File: config.mk
export PLATFORM = sky130hd
export DESIGN_NAME = bmr_bank
export DESIGN_NICKNAME = d
export VERILOG_FILES = /design/src/hw/bmr_pkg.sv /design/src/hw/bmr_bank.sv
export SDC_FILE = /design/constraint.sdc
export NUM_CORES = 1
export LEC_CHECK = 0
export ABC_AREA = 1
export BUFFER_PORTS_ARGS = -buffer_cell sky130_fd_sc_hd__buf_2
export CORE_UTILIZATION = 50
export CTS_BUF_LIST = sky130_fd_sc_hd__clkbuf_8
export CTS_CLUSTER_DIAMETER = 30
export DETAILED_ROUTE_END_ITERATION = 10
export PLACE_DENSITY = 0.72
export SYNTH_ARGS = -nofsm -noshare
export SYNTH_HDL_FRONTEND = slang
export SYNTH_SLANG_ARGS = --single-unit
File: constraint.sdc
create_clock -name clk_i -period 2.2 [get_ports clk_i]
set_input_delay 0.44 -clock clk_i [delete_from_list [all_inputs] [get_ports clk_i]]
set_output_delay 0.44 -clock clk_i [all_outputs]
set_load 0.05 [all_outputs]
File: src/hw/bmr_pkg.sv
// package: register map, fault codes and timing for the supervisor register bank
package bmr_pkg;
  localparam logic [15:0] REG_CYCLE_HI   = 16'h0097;
  localparam logic [15:0] REG_CYCLE_LO   = 16'h0098;
  localparam logic [15:0] REG_HOURS_HI   = 16'h0099;
  localparam logic [15:0] REG_HOURS_LO   = 16'h009A;
  localparam logic [15:0] REG_HEARTBEAT  = 16'h00AA;
  localparam logic [15:0] REG_SH_ENABLE  = 16'h00AB;
  localparam logic [15:0] REG_SH_SETPT   = 16'h00AC;
  localparam logic [15:0] REG_SH_DEMAND  = 16'h00AD;
  localparam logic [15:0] REG_HDR_TEMP   = 16'h00AE;
  localparam logic [15:0] REG_OUT_TEMP   = 16'h00AF;
  localparam logic [15:0] REG_LOOP_IN    = 16'h00B0;
  localparam logic [15:0] REG_HW_ENABLE  = 16'h00BF;
  localparam logic [15:0] REG_HW_SETPT   = 16'h00C0;
  localparam logic [15:0] REG_TANK_SETPT = 16'h00C1;
  localparam logic [15:0] REG_HW_DEMAND  = 16'h00C2;
  localparam logic [15:0] REG_HW_TEMP    = 16'h00C3;
  localparam logic [15:0] HB_CODE_A      = 16'hABCD;
  localparam logic [15:0] HB_CODE_B      = 16'hDCBA;
  localparam logic [15:0] CODE_SHORT     = 16'h8000;
  localparam logic [15:0] CODE_OPEN      = 16'h8100;
  localparam logic [15:0] CODE_HIGH      = 16'h8300;
  localparam logic [15:0] CODE_LOW       = 16'h8400;
  localparam logic [15:0] CODE_UNRELIABLE = 16'h8500;
  localparam logic signed [15:0] TEMP_MIN = 16'shFE70;
  localparam logic signed [15:0] TEMP_MAX = 16'sh0514;
  localparam logic [15:0] LOOP_MIN       = 16'h0028;
  localparam logic [15:0] LOOP_MAX       = 16'h00C8;
  localparam logic [15:0] FIRE_MAX       = 16'h00C8;
  localparam logic [15:0] ONE_WORD       = 16'h0001;
  localparam int          CLK_HZ         = 20_000_000;
  localparam int          TIMEOUT_MS     = 10_000;
  localparam int          TIMEOUT_CYC    = (CLK_HZ / 1000) * TIMEOUT_MS;
  // which value each external input follows
  typedef struct packed {
    logic setpoint;
    logic demand;
    logic temperature;
  } bmr_src_t;
  typedef enum logic [1:0] { IDX_HDR, IDX_OUT, IDX_LOOP, IDX_HW } bmr_idx_t;
endpackage

File: src/hw/bmr_bank.sv
// register bank: supervisor-fed temperatures, controls, counters and link watchdog
// Functional notes
// - missing alternation flags link lost
// - link lost forces inputs to sensor-open
// - after power-up inputs open until heartbeat plus value
// - out-of-range input write stores not-reliable
// - temperatures are Celsius times ten
// - reserved fault codes for temperature faults
// - current loop is milliamps times ten
// - setpoint reads out-of-high-range when mode inactive
// - firing rate reported zero to two hundred
// - 32-bit counters: high word then low word
// - enable and demand registers carry one flag in bit zero, upper fifteen bits read zero
// - enable zero disables service, one permits
// - demand zero removes demand, one reapplies
// - external values used only if source selected
`timescale 1ns/1ns
module bmr_bank #(
  parameter int TIMEOUT_CYCLES = bmr_pkg::TIMEOUT_CYC
) (
  input  wire logic             clk_i,
  input  wire logic             resetn_i,
  input  wire logic             ce_i,
  input  wire logic             wr_i,
  input  wire logic             rd_i,
  input  wire logic [15:0]      addr_i,
  input  wire logic [15:0]      wdata_i,
  input  wire bmr_pkg::bmr_src_t src_sel_i,
  input  wire logic             cycle_inc_i,
  input  wire logic             hour_inc_i,
  input  wire logic [15:0]      fire_rate_i,
  input  wire logic             sh_active_i,
  input  wire logic             hw_active_i,
  output logic [15:0]           rdata_o,
  output logic                  link_lost_o,
  output logic                  sh_enable_o,
  output logic                  sh_demand_o,
  output logic                  hw_enable_o,
  output logic                  hw_demand_o,
  output logic [15:0]           sh_setpoint_o,
  output logic [15:0]           hw_setpoint_o,
  output logic [15:0]           tank_setpoint_o,
  output logic [15:0]           header_temp_o,
  output logic [15:0]           outdoor_temp_o,
  output logic [15:0]           loop_in_o,
  output logic [15:0]           hw_temp_o,
  output logic [15:0]           fire_rate_o
);
  import bmr_pkg::*;

  ////////////////////////////////////////////////////////////////////////////
  function automatic logic temp_ok(input logic [15:0] v);
    return ($signed(v) >= TEMP_MIN) && ($signed(v) <= TEMP_MAX);
  endfunction

  logic [31:0] cycle_cnt;
  logic [31:0] hour_cnt;
  logic [15:0] heartbeat;
  logic [15:0] sh_setpt;
  logic [15:0] hw_setpt;
  logic [15:0] tank_setpt;
  logic        sh_en;
  logic        sh_dem;
  logic        hw_en;
  logic        hw_dem;
  logic [15:0] ext_val [4];
  logic [3:0]  ext_seen;
  logic        hb_ok;
  logic [31:0] hb_timer;

  wire         wr_ce     = ce_i & wr_i;
  wire         hb_opp    = wr_ce && addr_i == REG_HEARTBEAT &&
                           ((wdata_i == HB_CODE_A && heartbeat == HB_CODE_B) ||
                            (wdata_i == HB_CODE_B && heartbeat == HB_CODE_A));
  wire         hb_expire = hb_ok && hb_timer >= 32'(TIMEOUT_CYCLES - 1);
  // a toggle in the expiry cycle keeps the link and its inputs
  wire         hb_drop   = hb_expire && !hb_opp;
  wire         loop_ok   = wdata_i >= LOOP_MIN && wdata_i <= LOOP_MAX;

  wire  [3:0]  ext_hit;
  assign ext_hit[IDX_HDR]  = wr_ce && addr_i == REG_HDR_TEMP;
  assign ext_hit[IDX_OUT]  = wr_ce && addr_i == REG_OUT_TEMP;
  assign ext_hit[IDX_LOOP] = wr_ce && addr_i == REG_LOOP_IN;
  assign ext_hit[IDX_HW]   = wr_ce && addr_i == REG_HW_TEMP;

  wire  [15:0] ext_store = ext_hit[IDX_LOOP] ? (loop_ok ? wdata_i : CODE_UNRELIABLE) :
                           (temp_ok(wdata_i) ? wdata_i : CODE_UNRELIABLE);

  ////////////////////////////////////////////////////////////////////////////
  // heartbeat watchdog; first opposite pair establishes the link
  always_ff @(posedge clk_i or negedge resetn_i) begin
    if (!resetn_i) begin
      heartbeat <= 16'h0000;
      hb_ok     <= 1'b0;
      hb_timer  <= 32'h0000_0000;
    end else if (ce_i) begin
      if (wr_ce && addr_i == REG_HEARTBEAT) heartbeat <= wdata_i;
      if (hb_opp) begin
        hb_ok    <= 1'b1;
        hb_timer <= 32'h0000_0000;
      end else if (hb_expire) begin
        hb_ok    <= 1'b0;
      end else if (hb_ok) begin
        hb_timer <= hb_timer + 32'h0000_0001;
      end
    end
  end

  // external inputs: open until link plus value, forced open on loss
  always_ff @(posedge clk_i or negedge resetn_i) begin
    if (!resetn_i) begin
      for (int i = 0; i < 4; i++) ext_val[i] <= CODE_OPEN;
      ext_seen <= 4'h0;
    end else if (ce_i) begin
      for (int i = 0; i < 4; i++) begin
        if (hb_drop) begin
          ext_val[i]  <= CODE_OPEN;
          ext_seen[i] <= 1'b0;
        end else if (ext_hit[i]) begin
          ext_seen[i] <= 1'b1;
          ext_val[i]  <= ext_store;
        end
      end
    end
  end

  // controls and setpoints
  always_ff @(posedge clk_i or negedge resetn_i) begin
    if (!resetn_i) begin
      sh_en      <= 1'b0;
      hw_en      <= 1'b0;
      sh_dem     <= 1'b0;
      hw_dem     <= 1'b0;
      sh_setpt   <= 16'h0000;
      hw_setpt   <= 16'h0000;
      tank_setpt <= 16'h0000;
    end else if (wr_ce) begin
      case (addr_i)
        REG_SH_ENABLE:  sh_en      <= wdata_i == ONE_WORD;
        REG_HW_ENABLE:  hw_en      <= wdata_i == ONE_WORD;
        REG_SH_DEMAND:  sh_dem     <= wdata_i == ONE_WORD;
        REG_HW_DEMAND:  hw_dem     <= wdata_i == ONE_WORD;
        REG_SH_SETPT:   sh_setpt   <= wdata_i;
        REG_HW_SETPT:   hw_setpt   <= wdata_i;
        REG_TANK_SETPT: tank_setpt <= wdata_i;
        default: ;
      endcase
    end
  end

  // counters saturate instead of wrapping to zero
  always_ff @(posedge clk_i or negedge resetn_i) begin
    if (!resetn_i) begin
      cycle_cnt <= 32'h0000_0000;
      hour_cnt  <= 32'h0000_0000;
    end else if (ce_i) begin
      if (cycle_inc_i && ~&cycle_cnt) cycle_cnt <= cycle_cnt + 32'h0000_0001;
      if (hour_inc_i && ~&hour_cnt)   hour_cnt  <= hour_cnt + 32'h0000_0001;
    end
  end

  ////////////////////////////////////////////////////////////////////////////
  wire [15:0] sh_setpt_rd = sh_active_i ? sh_setpt : CODE_HIGH;
  wire [15:0] hw_setpt_rd = hw_active_i ? hw_setpt : CODE_HIGH;
  wire [15:0] tk_setpt_rd = hw_active_i ? tank_setpt : CODE_HIGH;
  wire [15:0] fire_clip   = fire_rate_i > FIRE_MAX ? FIRE_MAX : fire_rate_i;
  wire [15:0] hours_hi    = hour_cnt[31:16];
  wire [15:0] ext_rd [4];
  for (genvar g = 0; g < 4; g++) begin : g_ext
    assign ext_rd[g] = (hb_ok && ext_seen[g]) ? ext_val[g] : CODE_OPEN;
  end

  logic [15:0] next_rdata;
  always_comb begin
    case (addr_i)
      REG_CYCLE_HI:   next_rdata = cycle_cnt[31:16];
      REG_CYCLE_LO:   next_rdata = cycle_cnt[15:0];
      REG_HOURS_HI:   next_rdata = hour_cnt[31:16];
      REG_HOURS_LO:   next_rdata = hour_cnt[15:0];
      REG_HEARTBEAT:  next_rdata = heartbeat;
      REG_SH_ENABLE:  next_rdata = {15'h0000, sh_en};
      REG_SH_SETPT:   next_rdata = sh_setpt_rd;
      REG_SH_DEMAND:  next_rdata = {15'h0000, sh_dem};
      REG_HDR_TEMP:   next_rdata = ext_rd[IDX_HDR];
      REG_OUT_TEMP:   next_rdata = ext_rd[IDX_OUT];
      REG_LOOP_IN:    next_rdata = ext_rd[IDX_LOOP];
      REG_HW_ENABLE:  next_rdata = {15'h0000, hw_en};
      REG_HW_SETPT:   next_rdata = hw_setpt_rd;
      REG_TANK_SETPT: next_rdata = tk_setpt_rd;
      REG_HW_DEMAND:  next_rdata = {15'h0000, hw_dem};
      REG_HW_TEMP:    next_rdata = ext_rd[IDX_HW];
      default:        next_rdata = 16'h0000;
    endcase
  end

  // outputs registered; external values gated by configured source
  always_ff @(posedge clk_i or negedge resetn_i) begin
    if (!resetn_i) begin
      rdata_o         <= 16'h0000;
      link_lost_o     <= 1'b1;
      sh_enable_o     <= 1'b0;
      hw_enable_o     <= 1'b0;
      sh_demand_o     <= 1'b0;
      hw_demand_o     <= 1'b0;
      sh_setpoint_o   <= CODE_HIGH;
      hw_setpoint_o   <= CODE_HIGH;
      tank_setpoint_o <= CODE_HIGH;
      header_temp_o   <= CODE_OPEN;
      outdoor_temp_o  <= CODE_OPEN;
      loop_in_o       <= CODE_OPEN;
      hw_temp_o       <= CODE_OPEN;
      fire_rate_o     <= 16'h0000;
    end else if (ce_i) begin
      if (rd_i) rdata_o <= next_rdata;
      link_lost_o     <= ~hb_ok;
      sh_enable_o     <= sh_en;
      hw_enable_o     <= hw_en;
      sh_demand_o     <= sh_en & sh_dem & src_sel_i.demand;
      hw_demand_o     <= hw_en & hw_dem & src_sel_i.demand;
      sh_setpoint_o   <= src_sel_i.setpoint ? sh_setpt : CODE_HIGH;
      hw_setpoint_o   <= src_sel_i.setpoint ? hw_setpt : CODE_HIGH;
      tank_setpoint_o <= src_sel_i.setpoint ? tank_setpt : CODE_HIGH;
      header_temp_o   <= src_sel_i.temperature ? ext_rd[IDX_HDR] : CODE_OPEN;
      outdoor_temp_o  <= src_sel_i.temperature ? ext_rd[IDX_OUT] : CODE_OPEN;
      loop_in_o       <= src_sel_i.temperature ? ext_rd[IDX_LOOP] : CODE_OPEN;
      hw_temp_o       <= src_sel_i.temperature ? ext_rd[IDX_HW] : CODE_OPEN;
      fire_rate_o     <= fire_clip;
    end
  end
endmodule

==> results of run 1 <==
## logic make-up (layout without fill, tap and decap cells)
group,Yosys count,after routing,share of synthesized area
other,0,1,0
flip-flops,382,382,0.486
adder cells (fa/ha/maj),3,3,0.00190
multiplexers,2,2,0.00101
buffers and inverters,354,796,0.0715
AO/OA/AOI/OAI,316,316,0.100
XOR/XNOR,67,67,0.0297
AND/OR/NAND/NOR,1404,1404,0.310
## placed cells by master (no fill, tap or decap), types with 9 or more instances in the layout
cell type / synthesis / final
o211ai_1: 16 / 16
buf_2: 30 / 207
bufinv_16: 0 / 13
nand3_1: 257 / 256
a21oi_1: 24 / 24
o21ai_0: 169 / 169
xnor2_1: 13 / 13
a22o_1: 67 / 67
clkbuf_8: 0 / 99
o22ai_1: 12 / 12
dfstp_2: 26 / 26
clkinv_2: 0 / 11
inv_1: 230 / 244
nor3_1: 80 / 79
nor4_1: 9 / 9
buf_4: 8 / 169
nor2_2: 12 / 9
nand4_1: 82 / 82
xor2_1: 54 / 54
a32o_1: 13 / 13
nand2_1: 639 / 632
nand3b_1: 11 / 11
dfrtp_1: 356 / 356
clkinvlp_4: 0 / 13
buf_12: 0 / 23
nand2_2: 6 / 13
nor2_1: 288 / 287
## path summary, 6_finish.rpt
kind	to	slack, ps	cells past startpoint
setup / recovery	ext_val[20]	100	13
hold / removal	hw_demand_o	70	3
setup reg to reg	ext_val[20]	100	13
hold reg to reg	hw_enable_o	480	2
max in group asynchronous	ext_val[40]	1020	3
min in group asynchronous	tank_setpoint_o[13]	400	2
## per-layer routing
| layer | track usage | vias to the layer above |
|---|---|---|
| met5 | 0 | - |
| met4 | 0.166 | 0 |
| met3 | 0.0701 | 163 |
| met2 | 0.549 | 868 |
| met1 | 0.463 | 9450 |
| li1 | - | 9117 |
## per-stage QoR
step,instance area [um2],cells
2_1_floorplan,19700,2528
3_3_place_gp,22600,3325
3_5_place_dp,22600,3325
4_1_cts,24700,3484
5_1_grt,24800,3488
6_report,24800,3489
## critical path: stages, from the launching register on
cell,delay [ps]
dfrtp_1,460
nand2_1,80
nor3_1,210
nand2_1,90
nor2_1,210
nand2_1,90
nand2_1,90
nand2_2,90
nand2_2,110
buf_12,120
nand2_1,70
nor2_2,250
nand2_1,100
nand2_1,70
## power by group
part           internal (uW)  total [uW]  switching [uW]
combinational            463        1400             932
sequential              7300        7580             283
clock                   5730        9240            3520
total                  13500       18200            4730
## registers in the layout, summed over array words and instances (netlist names), 4 cells and up
signal / count
sh_setpoint_o: 16
tank_setpoint_o: 16
hw_setpt: 16
heartbeat: 16
sh_setpt: 16
fire_rate_o: 16
loop_in_o: 16
hb_timer: 32
rdata_o: 16
ext_seen: 4
tank_setpt: 16
cycle_cnt: 32
header_temp_o: 16
ext_val: 64
hw_temp_o: 16
hour_cnt: 32
outdoor_temp_o: 16
hw_setpoint_o: 16
## repair_timing
item                       4_1_cts  5_1_grt
hold endpoints to repair        46        0
gates resized for setup          2       20
buffers inserted                 0        4
pin swaps                        0        1
hold buffers                     1        0
cloned                           0        0
setup endpoints to repair        1       58
## area by class of cell
cell class | count | area [um2] | area share
clock buffer | 99 | 1360 | 0.0550
timing repair buffer | 402 | 2800 | 0.113
inverter | 236 | 895 | 0.0361
clock inverter | 59 | 672 | 0.0271
antenna | 1 | 2.50 | 0.000101
sequential | 382 | 9590 | 0.387
tap | 518 | 648 | 0.0261
multi-input combinational | 1792 | 8820 | 0.356
==> impl_metrics.toml, run 1 <==
[floorplanning]
std_cell_rows = 72
die_w_um = 201
dieArea_um2 = 40300
fp.dieH_um = 201
io_pins = 209
start_util = 0.508
core-area_um2 = 38800

[routing]
top_layer = "met4"
wirelength_um = 69700
m1WireLength_um = 29100
num_vias = 19598
wl_per_cell_um = 20.0
dr.pass1.iters = 7
ant_nets = 0
met3_length_um = 5380
drc = 0
viasPerCell = 5.62
wl_met2_um = 32200
drt_iter0_drc = 1860

[global_route]
grt_antenna_before_repair = 2
grt_max_degree = 61
overflow = 0
grt_pass1_wl_um = 108000
groute.usage.overall = 0.349
grt_pass1_vias = 19211

[finish]
drive_above_1_share = 0.209
area_delta_synth_final_pct = 25.6
utilization = 0.638
num-fill-cells = 3468
nets = 2963

[timing]
worst_slew_pin_slew_ps = 662
fin_crit_sh = 0.955
timing.setup.tns_ps = 0
setup_viol = 0
fin_skew_ps = 20.7
setup_slack_ps = 98.1
hold_violations = 0
timing.hold.ws_ps = 65.6
finalCriticalPeriod_ps = 2100
relSlewSlack = 0.559
clock.fmax_ghz = 0.476
drv_slew = 0

[synth]
synthTopCellsByCount = "nand2_1, dfrtp_1, nor2_1"
synth_edf_count = 0
async_flop_share = 1.00
synth_fp_nets = 2591
ys_seq_elements = 382
netlist_area_um2 = 19700
ys_types = 43
synth_top_cell_by_area = "dfrtp_1"
yosysTopAreaCellShare = 0.451
synth_area_leaders = "dfrtp_1, nand2_1, nand3_1, nor2_1, inv_1"
yosysSeqAreaShare = 0.486
synthCells = 2528
ys_warn_count = 0
yosysMostFrequentCell = "nand2_1"
synth.avg_cell_area_um2 = 7.81
ys.flop_type = "dfrtp_1"

[clock_tree]
cts_tree = "yes"
clock_tree.htree_level_count = 3
clk_latency_ps = 650
cts_num_sinks = 382
cts_root_buf = "clkbuf_8"
cts.path.max_buffers = 3
cts_buffers = 86
clkTransAtPathRegs_ps = 60

[pwr]
p_per_area_nw_per_um2 = 735
vdd_drop_max_v = 0.000586
p_leak_uw = 0.0123
report.power.total_uw = 18200

[placed_design]
hpwl_um = 52800
place.gp.congestion = 1.00
port_buffers = 208
post-place-ws_ps = -152

[setup_path]
worstSetupStartpointType = "flop"
crit_start = "heartbeat[14]"
end_kind = "flop"
reg2reg_from = "heartbeat[14]"
crit_arrival_ps = 2690
critPathMaxFanout = 11
critPathKind = "flop to flop"
cp.required_ps = 2790

[min_path]
hp-class = "input port to flop"
hp-start = "src_sel_i[1]"

[flow_run]
cap_viol_max_count = 0

[outcome]
status = "completed"
No activity file was read; power rests on OpenSTA's default activity.
==> run 2, diff against run 1 <==
--- a/config.mk
+++ b/config.mk
@@ -8,3 +8,3 @@
 export ABC_AREA = 1
-export BUFFER_PORTS_ARGS = -buffer_cell sky130_fd_sc_hd__buf_2
+export BUFFER_PORTS_ARGS = -buffer_cell sky130_fd_sc_hd__buf_4
 export CORE_UTILIZATION = 50
@@ -14,2 +14,3 @@
 export PLACE_DENSITY = 0.72
+export SETUP_SLACK_MARGIN = 0.05
 export SYNTH_ARGS = -nofsm -noshare
==> constraint.sdc (replaced) <==
create_clock -name clk_i -period 2.2 [get_ports clk_i]
set_input_delay 0.11 -clock clk_i [delete_from_list [all_inputs] [get_ports clk_i]]
set_output_delay 0.11 -clock clk_i [all_outputs]
set_load 0.05 [all_outputs]
==> run 2 against run 1 <==
  * Global-route usage grew 0.42 points
  * Clock power grew 7.4%
  * Setup slack gained 16 ps
  * Total power grew 3.8%
  * Combinational power is essentially flat
  * Final cell count shrank 0.23%
  * Via count grew 0.55%
  * Routed wire length grew 1.6%
  * Hold slack gained 14 ps
  * Utilization grew 1.5 points
  * Critical path depth shrank 1
==> impl_metrics.toml, run 2 (synthesized netlist as in run 1, its figures left out) <==
[routing]
wirelength_um = 70900
ant_nets = 0
num_vias = 19706
wl_per_cell_um = 20.4
drc = 0
viasPerCell = 5.66
dr.pass1.iters = 6
drt_iter0_drc = 1885

[setup_path]
critPathMaxFanout = 15
end_kind = "flop"
rrSetupSlack_ps = 130
worstSetupStartpointType = "input port"
cp.required_ps = 2790
critPathKind = "input port to flop"
crit_arrival_ps = 2680

[timing]
finalCriticalPeriod_ps = 2090
timing.hold.ws_ps = 79.8
fin_skew_ps = 42.1
rsz0062_at_grt = "yes"
hold_violations = 0
worst_slew_pin_slew_ps = 791
setup_viol = 0
drv_slew = 0
fin_crit_sh = 0.948
clock.fmax_ghz = 0.479
relSlewSlack = 0.472

[placed_design]
port_buffers = 208
hpwl_um = 51800
dpl-instance-area_um2 = 22600
place.gp.congestion = 1.01
dp_cells = 3263

[finish]
largest_register_ffs = 64
layout_commonest_cell = "nand2_1"
diodes = 0
area_delta_synth_final_pct = 28.6
largest_register = "ext_val"
fin_area_um2 = 25400
finalNonFillerCells = 3481
most-common-layout-cells = "nand2_1, dfrtp_1, buf_4, nor2_1, nand3_1"
nets = 2950
drive_above_1_share = 0.193

[clock_tree]
cts_num_sinks = 382
clkTransAtPathRegs_ps = 50
cts.path.max_buffers = 3
clock_tree.htree_level_count = 3
clk_latency_ps = 690
cts_root_buf = "clkbuf_8"
cts_buffers = 91
cts_tree = "yes"

[floorplanning]
core-area_um2 = 38800
std_cell_rows = 72
die_w_um = 201
start_util = 0.508
io_pins = 209
fp.dieH_um = 201
dieArea_um2 = 40300

[flow_run]
cap_viol_max_count = 0

[min_path]
hp-class = "input port to flop"

[pwr]
p_leak_uw = 0.0123
vdd_drop_max_v = 0.000713
p_per_area_nw_per_um2 = 745
report.power.total_uw = 18900

[global_route]
groute.usage.overall = 0.353
grt_pass1_wl_um = 109000
grt_pass1_vias = 19082
grt_max_degree = 67
grt_antenna_before_repair = 1
overflow = 0

[outcome]
status = "completed"
run 2: changes by cell type in the layout (fill, tap and decap cells not counted), sizes merged:
cell | previous run | this run
clkinv | 15 | 24
clkbuf | 99 | 108
buf | 401 | 338
dlygate4sd3 | 1 | 44
diode | 1 | 0
inv | 254 | 248
bufinv | 13 | 15
clkinvlp | 13 | 12
run 2: what timing repair did:
item,in CTS,in global routing
gates cloned,0,2
hold buffers,45,0
endpoints found under the hold margin,509,0
resized for setup,3,22
setup endpoints to repair,12,66
buffers inserted,0,2
pin swaps,0,1
run 2: area by class of cell:
cell class              instances  area, um2
clock buffers                 108       1490
flip-flops and latches        382       9590
repair buffers                382       3200
repair inverters                2       10.0
clock inverters                61        738
multi-input cells            1792       8820
inverters                     236        891
fillers                      3427      13400
well taps                     518        648
run 2: worst paths after layout:
path | to | depth (start not counted) | startpoint
worst max-delay path | rdata_o[4] | 12 | addr_i[3]
worst min-delay path | hour_cnt[10] | 6 | hour_inc_i
worst max register to register | rdata_o[12] | 10 | hb_ok
worst min register to register | hw_enable_o | 2 | hw_enable_o
max in group asynchronous | hw_setpoint_o[9] | 3 | resetn_i
min in group asynchronous | hw_setpoint_o[8] | 2 | resetn_i
run 2: critical path, cell delays in order:
cell,delay (ps)
dlygate4sd3_1,570
buf_4,150
inv_1,70
nor2_2,170
inv_1,110
nor3_1,330
nand2_1,370
o21ai_0,450
nor2_1,100
nand3_1,100
nand2_1,60
nand2_1,70
run 2: metrics by stage:
stage          worst slack [ps]  utilization  setup TNS (ps)
6_report                    114        0.654               0
4_1_cts                    76.0        0.651               0
2_1_floorplan               307            -               0
3_3_place_gp               -162        0.581            -891
3_5_place_dp               -157        0.581           -1010
5_1_grt                   -19.4        0.654           -54.2
run 2: routing by layer:
metal / global-route usage / up-vias / share of wire
li1: - / 9096 / -
met4: 0.155 / 0 / 0.040
met5: 0 / - / 0
met1: 0.481 / 9456 / 0.42
met3: 0.0619 / 182 / 0.083
met2: 0.553 / 972 / 0.46
run 2: power by group:
| part | switching (uW) | internal [uW] | total (uW) |
|---|---|---|---|
| clock network | 3620 | 6300 | 9920 |
| logic | 936 | 480 | 1420 |
| registers | 280 | 7300 | 7580 |
| total | 4840 | 14100 | 18900 |
==> run 3, diff against run 2 <==
Settings changed: MAX_ROUTING_LAYER set to met4.
==> run 3 against run 2 <==
  * Combinational power up 4%
  * Setup slack improved by 29 ps
  * Clock power shrank 6.6%
  * Sequential share of layout area about the same
  * Critical endpoint is now rdata_o[6]
  * Largest power group unchanged
==> impl_metrics.toml, run 3 (synthesized netlist as in run 1, its figures left out) <==
[placed_design]
dp_cells = 3275
hpwl_um = 52400
port_buffers = 208
dpl-instance-area_um2 = 22700
place.gp.congestion = 1.05

[min_path]
hp-class = "input port to asynchronous set/reset pin"

[flow_run]
cap_viol_max_count = 0

[setup_path]
r2r_end = "rdata_o[6]"
crit_buf_inv = 3
cp.required_ps = 2790
rrSetupSlack_ps = 140
crit_chain = "nand2_1 > inv_1 > buf_4 > nand2_1 > o211ai_1 > buf_4 > nor2_1 > nand3_1 > nand2_1 > nand2_1"
critPathKind = "flop to flop"
path_delay_family = "buffers and inverters"
critPathMaxFanout = 9
crit_arrival_ps = 2650
cp_common_cell = "nand2_1"
cp_slowest_cell = "dfrtp_1"
reg2reg_from = "hb_ok"
slowest_delay_ps = 440
cp.depth = 10
worstSetupStartpointType = "flop"
reg2reg_depth = 10
end_kind = "flop"

[timing]
relSlewSlack = 0.483
fin_skew_ps = 39.0
finalCriticalPeriod_ps = 2060
clock.fmax_ghz = 0.486
fin_crit_sh = 0.935
drv_slew = 0
hold_violations = 0
setup_viol = 0
worst_slew_pin_slew_ps = 774
timing.setup.tns_ps = 0
rsz0062_at_grt = "no"

[pwr]
p_leak_uw = 0.0123
vdd_drop_max_v = 0.000604
p_per_area_nw_per_um2 = 721

[finish]
diodes = 0
finalNonFillerCells = 3495
fin_area_um2 = 25400
largest_register = "ext_val"
drive_above_1_share = 0.197
layout_commonest_cell = "nand2_1"
most-common-layout-cells = "nand2_1, dfrtp_1, buf_4, nor2_1, nand3_1"
nets = 2966
num-fill-cells = 3416
area_delta_synth_final_pct = 28.6
largest_register_ffs = 64

[routing]
wl_met2_um = 32700
drc = 0
wl_per_cell_um = 20.2
num_vias = 19685
wirelength_um = 70700
viasPerCell = 5.63
drt_iter0_drc = 1873
top_layer = "met4"
m1WireLength_um = 29600
dr.pass1.iters = 5
ant_nets = 0
met3_length_um = 5430

[global_route]
grt_pass1_vias = 19121
grt_antenna_before_repair = 0
groute.usage.overall = 0.364
overflow = 0
grt_pass1_wl_um = 110000
grt_max_degree = 84

[clock_tree]
clock_tree.htree_level_count = 3
clkTransAtPathRegs_ps = 50
cts_num_sinks = 382
cts_buffers = 87
cts_tree = "yes"
cts.path.max_buffers = 3
cts_root_buf = "clkbuf_8"
clk_latency_ps = 680

[floorplanning]
die_w_um = 201
fp.dieH_um = 201
std_cell_rows = 72
io_pins = 209
start_util = 0.508
dieArea_um2 = 40300
core-area_um2 = 38800

[outcome]
status = "completed"
run 3: layer usage:
metal,track usage,vias up
li1,-,9134
met1,0.480,9489
met2,0.553,883
met3,0.0653,179
met4,0.158,0
met5,-,-
run 3: worst max path at each step:
stage / startpoint / end / slack [ps]
final: hb_ok / rdata_o[6] / 140
after floorplan: hb_timer[0] / ext_val[58] / 310
after detailed placement: addr_i[13] / rdata_o[6] / -80
after global routing: hb_timer[0] / ext_val[60] / 10
after CTS: hb_timer[0] / ext_val[60] / 80
after global placement: addr_i[13] / rdata_o[6] / -90
run 3: final cells by class:
cell class | count | area (um2) | share of cell area
flip-flops and latches | 382 | 9590 | 0.378
multi-input cells | 1793 | 8870 | 0.349
repair buffers | 402 | 3320 | 0.131
clock buffers | 97 | 1340 | 0.0526
inverters | 236 | 891 | 0.0351
clock inverters | 66 | 714 | 0.0282
well taps | 518 | 648 | 0.0255
repair inverters | 1 | 7.51 | 0.000296
run 3: repair_timing:
action | CTS | global route
gates cloned | 0 | 2
hold buffers | 45 | 0
buffers inserted | 0 | 10
hold endpoints to repair | 473 | 0
resized for setup | 3 | 28
setup endpoints to repair | 17 | 98
pin swaps | 0 | 1
run 3: where the power goes:
group | total [uW] | internal [uW] | switching (uW)
clock network | 9270 | 5680 | 3590
logic | 1470 | 508 | 965
registers | 7560 | 7300 | 262
run 3: stage by stage:
step / util / power (uW) / hold WS (ps) / setup WS, ps
floorplan: - / 8330 / -186 / 307
global placement: 0.583 / 9030 / 167 / -90.1
detailed placement: 0.583 / 9060 / 175 / -78.9
CTS: 0.648 / 18400 / 8.65 / 83.8
global route: 0.654 / 19000 / 45.2 / 11.2
finish: 0.654 / 18300 / 56.8 / 143
run 3: worst reg2reg max path, cell delays in order, from the launching register on:
cell	delay (ps)
dfrtp_1	440
nand2_1	130
inv_1	330
buf_4	190
nand2_1	80
o211ai_1	320
buf_4	190
nor2_1	50
nand3_1	80
nand2_1	100
nand2_1	90
